==> src/rtl/or_stack_pkg.sv <==
// Functional notes
// - NOP changes nothing, takes one cycle
// - OR writes op1 OR op2 into register
// - OR sets zero; negative is V xor MSB
// - Indexed operand: pair zero/one, 5-bit offset
// - Bracketed form writes low address byte back
// - OR status register with immediate, flags untouched
// - Status bits at 01,02,04,40,80 masks
// - OR status with 02h equals interrupt enable
// - Plain pop drops two bytes, index minus two
// - Pop loads entry at index minus one
// - Pop to general register updates zero, negative
// - Push stores at index, then increments it
// - Six-bit index points at the empty entry
// - Return loads counter high byte from index minus one, low byte from minus two
package or_stack_pkg;

    // ----------------------------------------
    // Register byte offsets
    // ----------------------------------------
    localparam logic [7:0] OFS_INSTR = 8'h00;
    localparam logic [7:0] OFS_STATUS = 8'h04;
    localparam logic [7:0] OFS_SC0 = 8'h08;
    localparam logic [7:0] OFS_GREG = 8'h0c;
    localparam logic [7:0] OFS_INDEX = 8'h10;
    localparam logic [7:0] OFS_FLAGS = 8'h14;
    localparam logic [7:0] OFS_PC = 8'h18;
    localparam logic [1:0] DMEM_REGION = 2'h1;

    // ----------------------------------------
    // Instruction word, status and index register fields
    // ----------------------------------------
    localparam int F_OP_LSB = 0;
    localparam int F_DST_LSB = 4;
    localparam int F_SRC_LSB = 6;
    localparam int F_IMM_LSB = 8;
    localparam int F_OFS_LSB = 16;
    localparam int F_PAIR_BIT = 21;
    localparam int F_FORM_LSB = 22;
    localparam int F_SEL_LSB = 24;
    localparam int STAT_BUSY_BIT = 0;
    localparam int STAT_SPTR_LSB = 8;
    localparam int IDX_LOW0_LSB = 8;
    localparam int IDX_LOW1_LSB = 16;

    // ----------------------------------------
    // Flags and status/control bits
    // ----------------------------------------
    localparam int FLAG_C = 0;
    localparam int FLAG_Z = 1;
    localparam int FLAG_V = 2;
    localparam int FLAG_N = 3;
    localparam logic [7:0] SC0_PAGED_MASK = 8'h01;
    localparam logic [7:0] SC0_GIE_MASK = 8'h02;
    localparam logic [7:0] SC0_BANK_MASK = 8'h04;
    localparam logic [7:0] SC0_IRQ0_MASK = 8'h40;
    localparam logic [7:0] SC0_IRQ1_MASK = 8'h80;

    // ----------------------------------------
    // Reset values and timing
    // ----------------------------------------
    localparam logic [7:0] SC0_RESET = 8'h00;
    localparam logic [5:0] SPTR_RESET = 6'h00;
    localparam logic [3:0] FLAGS_RESET = 4'h0;
    localparam logic [15:0] PC_RESET = 16'h0000;
    localparam int NOP_EXEC_CYCLES = 1;

    // ----------------------------------------
    // Operation, form and special register codes
    // ----------------------------------------
    typedef enum logic [3:0] {
        OP_NOP, OP_OR_DIR, OP_OR_IMM, OP_OR_REG, OP_OR_IDX, OP_OR_SC0,
        OP_POP_DROP, OP_POP_GREG, OP_POP_SREG, OP_PUSH_GREG, OP_PUSH_SREG, OP_RET
    } exec_op_t;

    localparam logic [1:0] FORM_PLAIN = 2'h0;
    localparam logic [1:0] FORM_BR_SUB = 2'h1;
    localparam logic [1:0] FORM_NWB_ADD = 2'h2;
    localparam logic [1:0] FORM_NWB_SUB = 2'h3;
    localparam logic [2:0] SEL_IHB = 3'h0;
    localparam logic [2:0] SEL_ILZ = 3'h1;
    localparam logic [2:0] SEL_ILO = 3'h2;
    localparam logic [2:0] SEL_SC0 = 3'h3;

endpackage : or_stack_pkg

==> src/rtl/or_flag_unit.sv <==
`timescale 1ns/1ps
module or_flag_unit (
    input wire logic [7:0] op_a,
    input wire logic [7:0] op_b,
    input wire logic v_in,
    output logic [7:0] result,
    output logic zero,
    output logic negative
);
    always_comb begin
        result = op_a | op_b;
        zero = (result == 8'h00);
        negative = v_in ^ result[7];
    end
endmodule : or_flag_unit

==> src/rtl/stack_file.sv <==
`timescale 1ns/1ps
module stack_file #(
    parameter int AW = 6
) (
    input wire logic sys_clk,
    input wire logic wr_en,
    input wire logic [AW-1:0] wr_addr,
    input wire logic [7:0] wr_data,
    input wire logic [AW-1:0] rd_addr_a,
    output logic [7:0] rd_data_a,
    input wire logic [AW-1:0] rd_addr_b,
    output logic [7:0] rd_data_b
);
    logic [7:0] mem [2**AW];

    generate
        if (AW < 1 || AW > 8) begin : g_bad_aw
            $error("stack_file: AW out of range");
        end
        for (genvar i = 0; i < 2**AW; i++) begin : g_entry
            always_ff @(posedge sys_clk) begin
                if (wr_en && wr_addr == AW'(i)) begin
                    mem[i] <= wr_data;
                end
            end
        end
    endgenerate

    assign rd_data_a = mem[rd_addr_a];
    assign rd_data_b = mem[rd_addr_b];
endmodule : stack_file

==> src/rtl/or_stack_nop_exec.sv <==
// Implementation choices: the address map and the AHB-Lite register port.
`timescale 1ns/1ps
module or_stack_nop_exec #(
    parameter int DM_AW = 4
) (
    input wire logic sys_clk,
    input wire logic rst,
    input wire logic hsel,
    input wire logic [31:0] haddr,
    input wire logic [1:0] htrans,
    input wire logic hwrite,
    input wire logic [2:0] hsize,
    input wire logic [31:0] hwdata,
    input wire logic hready,
    output logic hreadyout,
    output logic [31:0] hrdata,
    output logic hresp,
    output logic exec_busy,
    output logic global_irq_enable,
    output logic irq0_enable,
    output logic irq1_enable,
    output logic index_bank_select,
    output logic paged_direct_enable
);
    generate
        if (DM_AW < 1 || DM_AW > 4) begin : g_bad_dm
            $error("or_stack_nop_exec: DM_AW must be 1 to 4");
        end
    endgenerate

    // ----------------------------------------
    // State
    // ----------------------------------------
    logic exec_reg, exec_next;
    logic [31:0] instr_reg, instr_next;
    logic [7:0] sc0_reg, sc0_next;
    logic [3:0] flag_reg, flag_next;
    logic [3:0][7:0] greg_reg, greg_next;
    logic [7:0] ihb_reg, ihb_next;
    logic [7:0] ilz_reg, ilz_next;
    logic [7:0] ilo_reg, ilo_next;
    logic [5:0] sptr_reg, sptr_next;
    logic [15:0] pc_reg, pc_next;
    logic [2**DM_AW-1:0][7:0] dmem_reg, dmem_next;
    logic wr_pend_reg, wr_pend_next;
    logic rd_pend_reg, rd_pend_next;
    logic [7:0] addr_reg, addr_next;
    logic [31:0] hrdata_reg, hrdata_next;

    // ----------------------------------------
    // Decode
    // ----------------------------------------
    or_stack_pkg::exec_op_t op;
    logic [1:0] dst_f, src_f, form_f;
    logic [7:0] imm_f;
    logic [4:0] ofs_f;
    logic pair_f;
    logic [2:0] sel_f;
    logic [15:0] dir_addr, idx_base, idx_addr;
    logic [7:0] or_b, or_res, sel_val, push_data, stk_a, stk_b;
    logic or_z, or_n, is_or, stk_we;
    logic [5:0] sptr_m1, sptr_m2;
    logic [31:0] rd_mux;
    logic bus_take, bus_wr, dm_hit;

    assign op = or_stack_pkg::exec_op_t'(instr_reg[or_stack_pkg::F_OP_LSB +: 4]);
    assign dst_f = instr_reg[or_stack_pkg::F_DST_LSB +: 2];
    assign src_f = instr_reg[or_stack_pkg::F_SRC_LSB +: 2];
    assign imm_f = instr_reg[or_stack_pkg::F_IMM_LSB +: 8];
    assign ofs_f = instr_reg[or_stack_pkg::F_OFS_LSB +: 5];
    assign pair_f = instr_reg[or_stack_pkg::F_PAIR_BIT];
    assign form_f = instr_reg[or_stack_pkg::F_FORM_LSB +: 2];
    assign sel_f = instr_reg[or_stack_pkg::F_SEL_LSB +: 3];
    assign is_or = op inside {or_stack_pkg::OP_OR_DIR, or_stack_pkg::OP_OR_IMM,
                              or_stack_pkg::OP_OR_REG, or_stack_pkg::OP_OR_IDX};

    // Stack index wraps in six bits
    assign sptr_m1 = sptr_reg - 6'h01;
    assign sptr_m2 = sptr_reg - 6'h02;

    always_comb begin
        dir_addr = {(sc0_reg & or_stack_pkg::SC0_PAGED_MASK) != 8'h00 ? ihb_reg : 8'h00, imm_f};
        idx_base = {ihb_reg, pair_f ? ilo_reg : ilz_reg};
        if (form_f == or_stack_pkg::FORM_BR_SUB || form_f == or_stack_pkg::FORM_NWB_SUB) begin
            idx_addr = idx_base - {11'h000, ofs_f};
        end else begin
            idx_addr = idx_base + {11'h000, ofs_f};
        end
        unique case (op)
            or_stack_pkg::OP_OR_DIR: or_b = dmem_reg[dir_addr[DM_AW-1:0]];
            or_stack_pkg::OP_OR_REG: or_b = greg_reg[src_f];
            or_stack_pkg::OP_OR_IDX: or_b = dmem_reg[idx_addr[DM_AW-1:0]];
            default: or_b = imm_f;
        endcase
        unique case (sel_f)
            or_stack_pkg::SEL_IHB: sel_val = ihb_reg;
            or_stack_pkg::SEL_ILZ: sel_val = ilz_reg;
            or_stack_pkg::SEL_ILO: sel_val = ilo_reg;
            or_stack_pkg::SEL_SC0: sel_val = sc0_reg;
            default: sel_val = 8'h00;
        endcase
        push_data = (op == or_stack_pkg::OP_PUSH_GREG) ? greg_reg[src_f] : sel_val;
    end

    or_flag_unit u_or (
        .op_a(greg_reg[dst_f]),
        .op_b(or_b),
        .v_in(flag_reg[or_stack_pkg::FLAG_V]),
        .result(or_res),
        .zero(or_z),
        .negative(or_n)
    );

    assign stk_we = exec_reg && (op == or_stack_pkg::OP_PUSH_GREG || op == or_stack_pkg::OP_PUSH_SREG);

    stack_file #(.AW(6)) u_stack (
        .sys_clk(sys_clk),
        .wr_en(stk_we),
        .wr_addr(sptr_reg),
        .wr_data(push_data),
        .rd_addr_a(sptr_m1),
        .rd_data_a(stk_a),
        .rd_addr_b(sptr_m2),
        .rd_data_b(stk_b)
    );

    // ----------------------------------------
    // Bus slave
    // ----------------------------------------
    assign bus_take = hsel && htrans[1] && hready;
    assign bus_wr = wr_pend_reg && !exec_reg;
    assign hreadyout = !exec_reg && !rd_pend_reg;
    assign hrdata = hrdata_reg;
    assign hresp = 1'b0;
    // Data memory window, upper index bits must be clear for small sizes
    assign dm_hit = addr_reg[7:6] == or_stack_pkg::DMEM_REGION && (addr_reg[5:0] >> (DM_AW + 2)) == 6'h00;

    always_comb begin
        rd_mux = 32'h0000_0000;
        unique case (addr_reg)
            or_stack_pkg::OFS_INSTR: rd_mux = instr_reg;
            or_stack_pkg::OFS_STATUS: begin
                rd_mux[or_stack_pkg::STAT_BUSY_BIT] = exec_reg;
                rd_mux[or_stack_pkg::STAT_SPTR_LSB +: 6] = sptr_reg;
            end
            or_stack_pkg::OFS_SC0: rd_mux[7:0] = sc0_reg;
            or_stack_pkg::OFS_GREG: rd_mux = greg_reg;
            or_stack_pkg::OFS_INDEX: rd_mux[23:0] = {ilo_reg, ilz_reg, ihb_reg};
            or_stack_pkg::OFS_FLAGS: rd_mux[3:0] = flag_reg;
            or_stack_pkg::OFS_PC: rd_mux[15:0] = pc_reg;
            default: begin
                if (dm_hit) begin
                    rd_mux[7:0] = dmem_reg[addr_reg[DM_AW+1:2]];
                end
            end
        endcase
    end

    always_comb begin
        addr_next = addr_reg;
        wr_pend_next = wr_pend_reg && exec_reg;
        rd_pend_next = rd_pend_reg && exec_reg;
        hrdata_next = hrdata_reg;
        if (rd_pend_reg && !exec_reg) begin
            hrdata_next = rd_mux;
        end
        if (bus_take) begin
            addr_next = haddr[7:0];
            wr_pend_next = hwrite;
            rd_pend_next = !hwrite;
        end
    end

    always_ff @(posedge sys_clk or posedge rst) begin
        if (rst) begin
            addr_reg <= 8'h00;
            wr_pend_reg <= 1'b0;
            rd_pend_reg <= 1'b0;
            hrdata_reg <= 32'h0000_0000;
        end else begin
            addr_reg <= addr_next;
            wr_pend_reg <= wr_pend_next;
            rd_pend_reg <= rd_pend_next;
            hrdata_reg <= hrdata_next;
        end
    end

    // ----------------------------------------
    // Execution core
    // ----------------------------------------
    always_comb begin
        exec_next = 1'b0;
        instr_next = instr_reg;
        sc0_next = sc0_reg;
        flag_next = flag_reg;
        greg_next = greg_reg;
        ihb_next = ihb_reg;
        ilz_next = ilz_reg;
        ilo_next = ilo_reg;
        sptr_next = sptr_reg;
        pc_next = pc_reg;
        dmem_next = dmem_reg;
        if (bus_wr) begin
            unique case (addr_reg)
                or_stack_pkg::OFS_INSTR: begin
                    instr_next = hwdata;
                    exec_next = 1'b1;
                end
                or_stack_pkg::OFS_SC0: sc0_next = hwdata[7:0];
                or_stack_pkg::OFS_GREG: greg_next = hwdata;
                or_stack_pkg::OFS_INDEX: begin
                    ihb_next = hwdata[7:0];
                    ilz_next = hwdata[or_stack_pkg::IDX_LOW0_LSB +: 8];
                    ilo_next = hwdata[or_stack_pkg::IDX_LOW1_LSB +: 8];
                end
                or_stack_pkg::OFS_FLAGS: flag_next = hwdata[3:0];
                or_stack_pkg::OFS_PC: pc_next = hwdata[15:0];
                default: begin
                    if (dm_hit) begin
                        dmem_next[addr_reg[DM_AW+1:2]] = hwdata[7:0];
                    end
                end
            endcase
        end
        if (exec_reg) begin
            unique case (op)
                or_stack_pkg::OP_NOP: ;
                or_stack_pkg::OP_OR_DIR, or_stack_pkg::OP_OR_IMM, or_stack_pkg::OP_OR_REG,
                or_stack_pkg::OP_OR_IDX: begin
                    greg_next[dst_f] = or_res;
                    flag_next[or_stack_pkg::FLAG_Z] = or_z;
                    flag_next[or_stack_pkg::FLAG_N] = or_n;
                    if (op == or_stack_pkg::OP_OR_IDX && form_f == or_stack_pkg::FORM_BR_SUB) begin
                        if (pair_f) begin
                            ilo_next = idx_addr[7:0];
                        end else begin
                            ilz_next = idx_addr[7:0];
                        end
                    end
                end
                or_stack_pkg::OP_OR_SC0: sc0_next = sc0_reg | imm_f;
                or_stack_pkg::OP_POP_DROP: sptr_next = sptr_m2;
                or_stack_pkg::OP_POP_GREG: begin
                    greg_next[dst_f] = stk_a;
                    flag_next[or_stack_pkg::FLAG_Z] = (stk_a == 8'h00);
                    flag_next[or_stack_pkg::FLAG_N] = stk_a[7];
                    sptr_next = sptr_m1;
                end
                or_stack_pkg::OP_POP_SREG: begin
                    unique case (sel_f)
                        or_stack_pkg::SEL_IHB: ihb_next = stk_a;
                        or_stack_pkg::SEL_ILZ: ilz_next = stk_a;
                        or_stack_pkg::SEL_ILO: ilo_next = stk_a;
                        or_stack_pkg::SEL_SC0: sc0_next = stk_a;
                        default: ;
                    endcase
                    sptr_next = sptr_m1;
                end
                or_stack_pkg::OP_PUSH_GREG, or_stack_pkg::OP_PUSH_SREG: sptr_next = sptr_reg + 6'h01;
                or_stack_pkg::OP_RET: begin
                    pc_next = {stk_a, stk_b};
                    sptr_next = sptr_m2;
                end
                default: ;
            endcase
        end
    end

    always_ff @(posedge sys_clk or posedge rst) begin
        if (rst) begin
            exec_reg <= 1'b0;
            instr_reg <= 32'h0000_0000;
            sc0_reg <= or_stack_pkg::SC0_RESET;
            flag_reg <= or_stack_pkg::FLAGS_RESET;
            greg_reg <= '0;
            ihb_reg <= 8'h00;
            ilz_reg <= 8'h00;
            ilo_reg <= 8'h00;
            sptr_reg <= or_stack_pkg::SPTR_RESET;
            pc_reg <= or_stack_pkg::PC_RESET;
            dmem_reg <= '0;
        end else begin
            exec_reg <= exec_next;
            instr_reg <= instr_next;
            sc0_reg <= sc0_next;
            flag_reg <= flag_next;
            greg_reg <= greg_next;
            ihb_reg <= ihb_next;
            ilz_reg <= ilz_next;
            ilo_reg <= ilo_next;
            sptr_reg <= sptr_next;
            pc_reg <= pc_next;
            dmem_reg <= dmem_next;
        end
    end

    assign exec_busy = exec_reg;
    assign paged_direct_enable = (sc0_reg & or_stack_pkg::SC0_PAGED_MASK) != 8'h00;
    assign global_irq_enable = (sc0_reg & or_stack_pkg::SC0_GIE_MASK) != 8'h00;
    assign index_bank_select = (sc0_reg & or_stack_pkg::SC0_BANK_MASK) != 8'h00;
    assign irq0_enable = (sc0_reg & or_stack_pkg::SC0_IRQ0_MASK) != 8'h00;
    assign irq1_enable = (sc0_reg & or_stack_pkg::SC0_IRQ1_MASK) != 8'h00;
endmodule : or_stack_nop_exec

==> config.mk <==
export PLATFORM = sky130hd
export DESIGN_NAME = or_stack_nop_exec
export DESIGN_NICKNAME = d
export VERILOG_FILES = /design/src/rtl/or_stack_pkg.sv /design/src/rtl/or_flag_unit.sv /design/src/rtl/stack_file.sv /design/src/rtl/or_stack_nop_exec.sv
export SDC_FILE = /design/constraint.sdc
export NUM_CORES = 2
export LEC_CHECK = 0
export BUFFER_PORTS_ARGS = -buffer_cell sky130_fd_sc_hd__buf_2
export CAP_MARGIN = 30
export CORE_MARGIN = 2
export CORE_UTILIZATION = 60
export DETAILED_ROUTE_END_ITERATION = 8
export HOLD_SLACK_MARGIN = 0.08
export PLACE_DENSITY = 0.77
export SLEW_MARGIN = 20
export SYNTH_ARGS = -nofsm -noshare
export SYNTH_HDL_FRONTEND = slang
export SYNTH_SLANG_ARGS = --single-unit
export TNS_END_PERCENT = 1
==> constraint.sdc <==
create_clock -name sys_clk -period 11.9 [get_ports sys_clk]
set_input_delay 1.19 -clock sys_clk [delete_from_list [all_inputs] [get_ports sys_clk]]
set_output_delay 1.19 -clock sys_clk [all_outputs]
set_load 0.005 [all_outputs]
==> results.yml <==
drt:
  wl_per_cell_um: 34.7
  drt_iter0_markers: 3767
  via_count: 27200
  firstDrtPassIters: 7
  drc: 0
  via_per_inst: 7.45
  routed_wl_um: 127000
  final_antenna_net_count: 0
timing:
  setup_viol: 0
  tns_ns: 0
  fin_skew_ns: 0.0380
  worst-slew-pin-transition_ns: 1.01
  rsz0062_at_grt: "false"
  period_share_pct: 44.5
  relSlewSlack_pct: 32.0
  drv_slew: 0
  fmax_mhz: 189
  fin_crit_ns: 5.30
  setup_ws_ns: 6.60
  final-hold-violation-count: 0
critical_path:
  crit_arrival_ns: 5.80
  path_class: "flip-flop to flip-flop"
  start_kind: "flip-flop"
  max_stage_delay_ns: 0.86
  cp_max_fo: 47
  cp.required_ns: 12.40
  cp_cell_sequence: "inv_1 -> ha_4 -> buf_4 -> mux4_2 -> mux4_2 -> o22ai_1 -> a31oi_2 -> a2bb2oi_1 -> o22ai_1"
  slowest_stage: "dfrtp_4"
  worst_setup_path_end_kind: "flip-flop"
yosys:
  yosysWarningCount: 0
  syn_area_per_cell_um2: 16.0
  synth_cell_types: 78
  synthCells: 2605
  mappedNetlistNets: 2696
  ys.flop_type: "edfxtp_1"
  synth_area_mm2: 0.0418
  seq_area_frac_synth_pct: 54.3
  synth-edff-count: 512
  async_reset_ff_share_pct: 36.4
  ys_ff_latch: 805
floorplan:
  io_pins: 114
  die_h_um: 268
  core_mm2: 0.0688
  dieArea_mm2: 0.0718
  start_util_pct: 60.7
  die_w_um: 268
  num_rows: 96
clocking:
  tritoncts: "done"
  htreeDepth: 3
  postCtsSetupBuffers: 0
  ctsResizeCount: 0
  cts_root_buffer: "clkbuf_16"
  path_clk_slew_ns: 0.06
  numCtsBuffers: 85
  postCtsHoldBufs: 0
  clkLatencyLatePin_ns: 0.66
  cts.sinks: 805
  clock_path_buffers: 3
layout:
  final_nets: 2736
  final_common_cell: "edfxtp_1"
  final_core_util_pct: 67.1
  largest_reg_flops: 512
  drive_gt1_share_pct: 36.1
  mostFrequentLayoutCells: "512 x edfxtp_1, 439 x mux4_2, 288 x dfrtp_1, 201 x mux2_2, 157 x nor2_1"
  syn2layout_area_growth_pct: 10.6
global_routing:
  grt_use_total_pct: 36.0
  overflow: 0
  grt_max_degree: 170
  first_global_vias: 27300
  grt_pass1_wl_um: 185000
  antenna_found_initial: 3
placement:
  io_buffers: 84
  hpwl_um: 83500
  dp_slack_ns: 6.80
  gp_congestion: 1.03
job:
  drv_cap: 0
power_and_ir_drop:
  power_density_mw_per_mm2: 160
  ir_drop_mv: 0.188
  p_leak_nw: 16.2
  power_w: 0.00739
outcome:
  status: "finished clean"
worst_hold_path:
  hp-class: "input pin to async pin"
==> final timing paths <==
path                                  start            to  slack (ns)  cells after the start
worst max-delay path            sptr_reg[1]  greg_reg[18]        6.60                      9
worst min-delay path                    rst  dmem_reg[86]        0.49                      2
worst max register to register  sptr_reg[1]  greg_reg[18]        6.60                      9
worst min register to register   hrdata[17]    hrdata[17]        0.49                      2
max in group asynchronous               rst   sptr_reg[0]        9.73                      4
min in group sys_clk             hrdata[17]    hrdata[17]        0.49                      2
==> per-stage QoR <==
step	instances	hold WS [ns]	area, um^2
6_report	3646	0.486	46200
5_1_grt	3645	0.498	46200
4_1_cts	3638	0.487	46100
3_5_place_dp	3482	0.473	43300
3_3_place_gp	3452	0.465	42900
2_1_floorplan	2605	0.470	41800
==> power by group <==
part | switching, W | leakage [nW] | internal (W)
Combinational | 0.000871 | 6.73 | 0.000612
Clock | 0.00114 | 1.35 | 0.00148
Sequential | 0.000131 | 8.10 | 0.00315
==> worst max-delay path, delay by kind of cell (launching register included) <==
family,cells,cell delay (ns)
mux,2,1.03
fa+ha+maj,1,0.80
buf+inv,2,1.08
compound gates,4,1.36
flops,1,0.86
==> cells in the mapped netlist (5+ instances only) <==
cell type  count  area, um^2
o2bb2ai_1     16         140
inv_1         15        56.3
a31oi_1       13        81.3
a222oi_1      21         210
o21a_1         7        52.6
nor3b_1        5        37.5
buf_4          9        67.6
mux2i_1      103        1030
or2_2          6        37.5
o21ai_1        9        45.0
a221oi_1      12         105
buf_6         10         113
a221o_1        9        90.1
ha_1          16         200
edfxtp_1     512       15400
nand3_1       37         185
nand2b_1      21         131
o22ai_1       24         150
a22o_1        14         123
buf_2         27         135
o21ai_0       58         290
mux2_2       201        2260
o211ai_1      16         120
a21o_1         7        52.6
nand2_1      141         529
and3_1        21         131
mux4_2       439        9890
nor2_1       159         597
a21oi_1       45         225
a211oi_1      20         150
and2_1         8        50.1
o221ai_1      14         123
buf_1         23        86.3
xor2_1         8        70.1
nor2b_1       14        87.6
nand4_1        8        50.1
nor3_1        13        65.1
a22oi_1       18         135
dfrtp_1      293        7330
xnor2_1       13         114
clkbuf_1     141         529
==> cell type report <==
class / instances / area, um^2
Sequential cell: 805 / 22700
Fill cell: 4472 / 22600
Multi-Input combinational cell: 1572 / 18200
Clock buffer: 110 / 2290
Timing Repair Buffer: 164 / 1290
Tap cell: 931 / 1160
Clock inverter: 46 / 460
Inverter: 17 / 71.3
Antenna cell: 1 / 2.50
==> cell families (layout without fill, tap and decap cells) <==
| kind of cell | count (synthesis) | after routing | share of synthesized area, % |
|---|---|---|---|
| other | 1 | 2 | 0.00898 |
| and+or+nand+nor | 452 | 452 | 4.93 |
| buffers and inverters | 228 | 337 | 2.42 |
| xor gates and xnor gates | 21 | 21 | 0.440 |
| muxes | 743 | 743 | 31.5 |
| DFF | 805 | 805 | 54.3 |
| adders and majority gates | 17 | 17 | 0.527 |
| AOI/OAI and AO/OA | 338 | 338 | 5.79 |
==> layer usage <==
| layer | vias up | routed length (um) | global-route usage (%) | share of wire (%) |
|---|---|---|---|---|
| met4 | 6 | 9120 | 21.3 | 7.2 |
| met5 | - | 35 | 0 | 0.028 |
| met2 | 1882 | 60400 | 57.0 | 48 |
| met3 | 454 | 12700 | 7.28 | 10 |
| met1 | 14100 | 44400 | 47.0 | 35 |
| li1 | 10800 | - | - | - |
(Power assumes the default switching activity.)
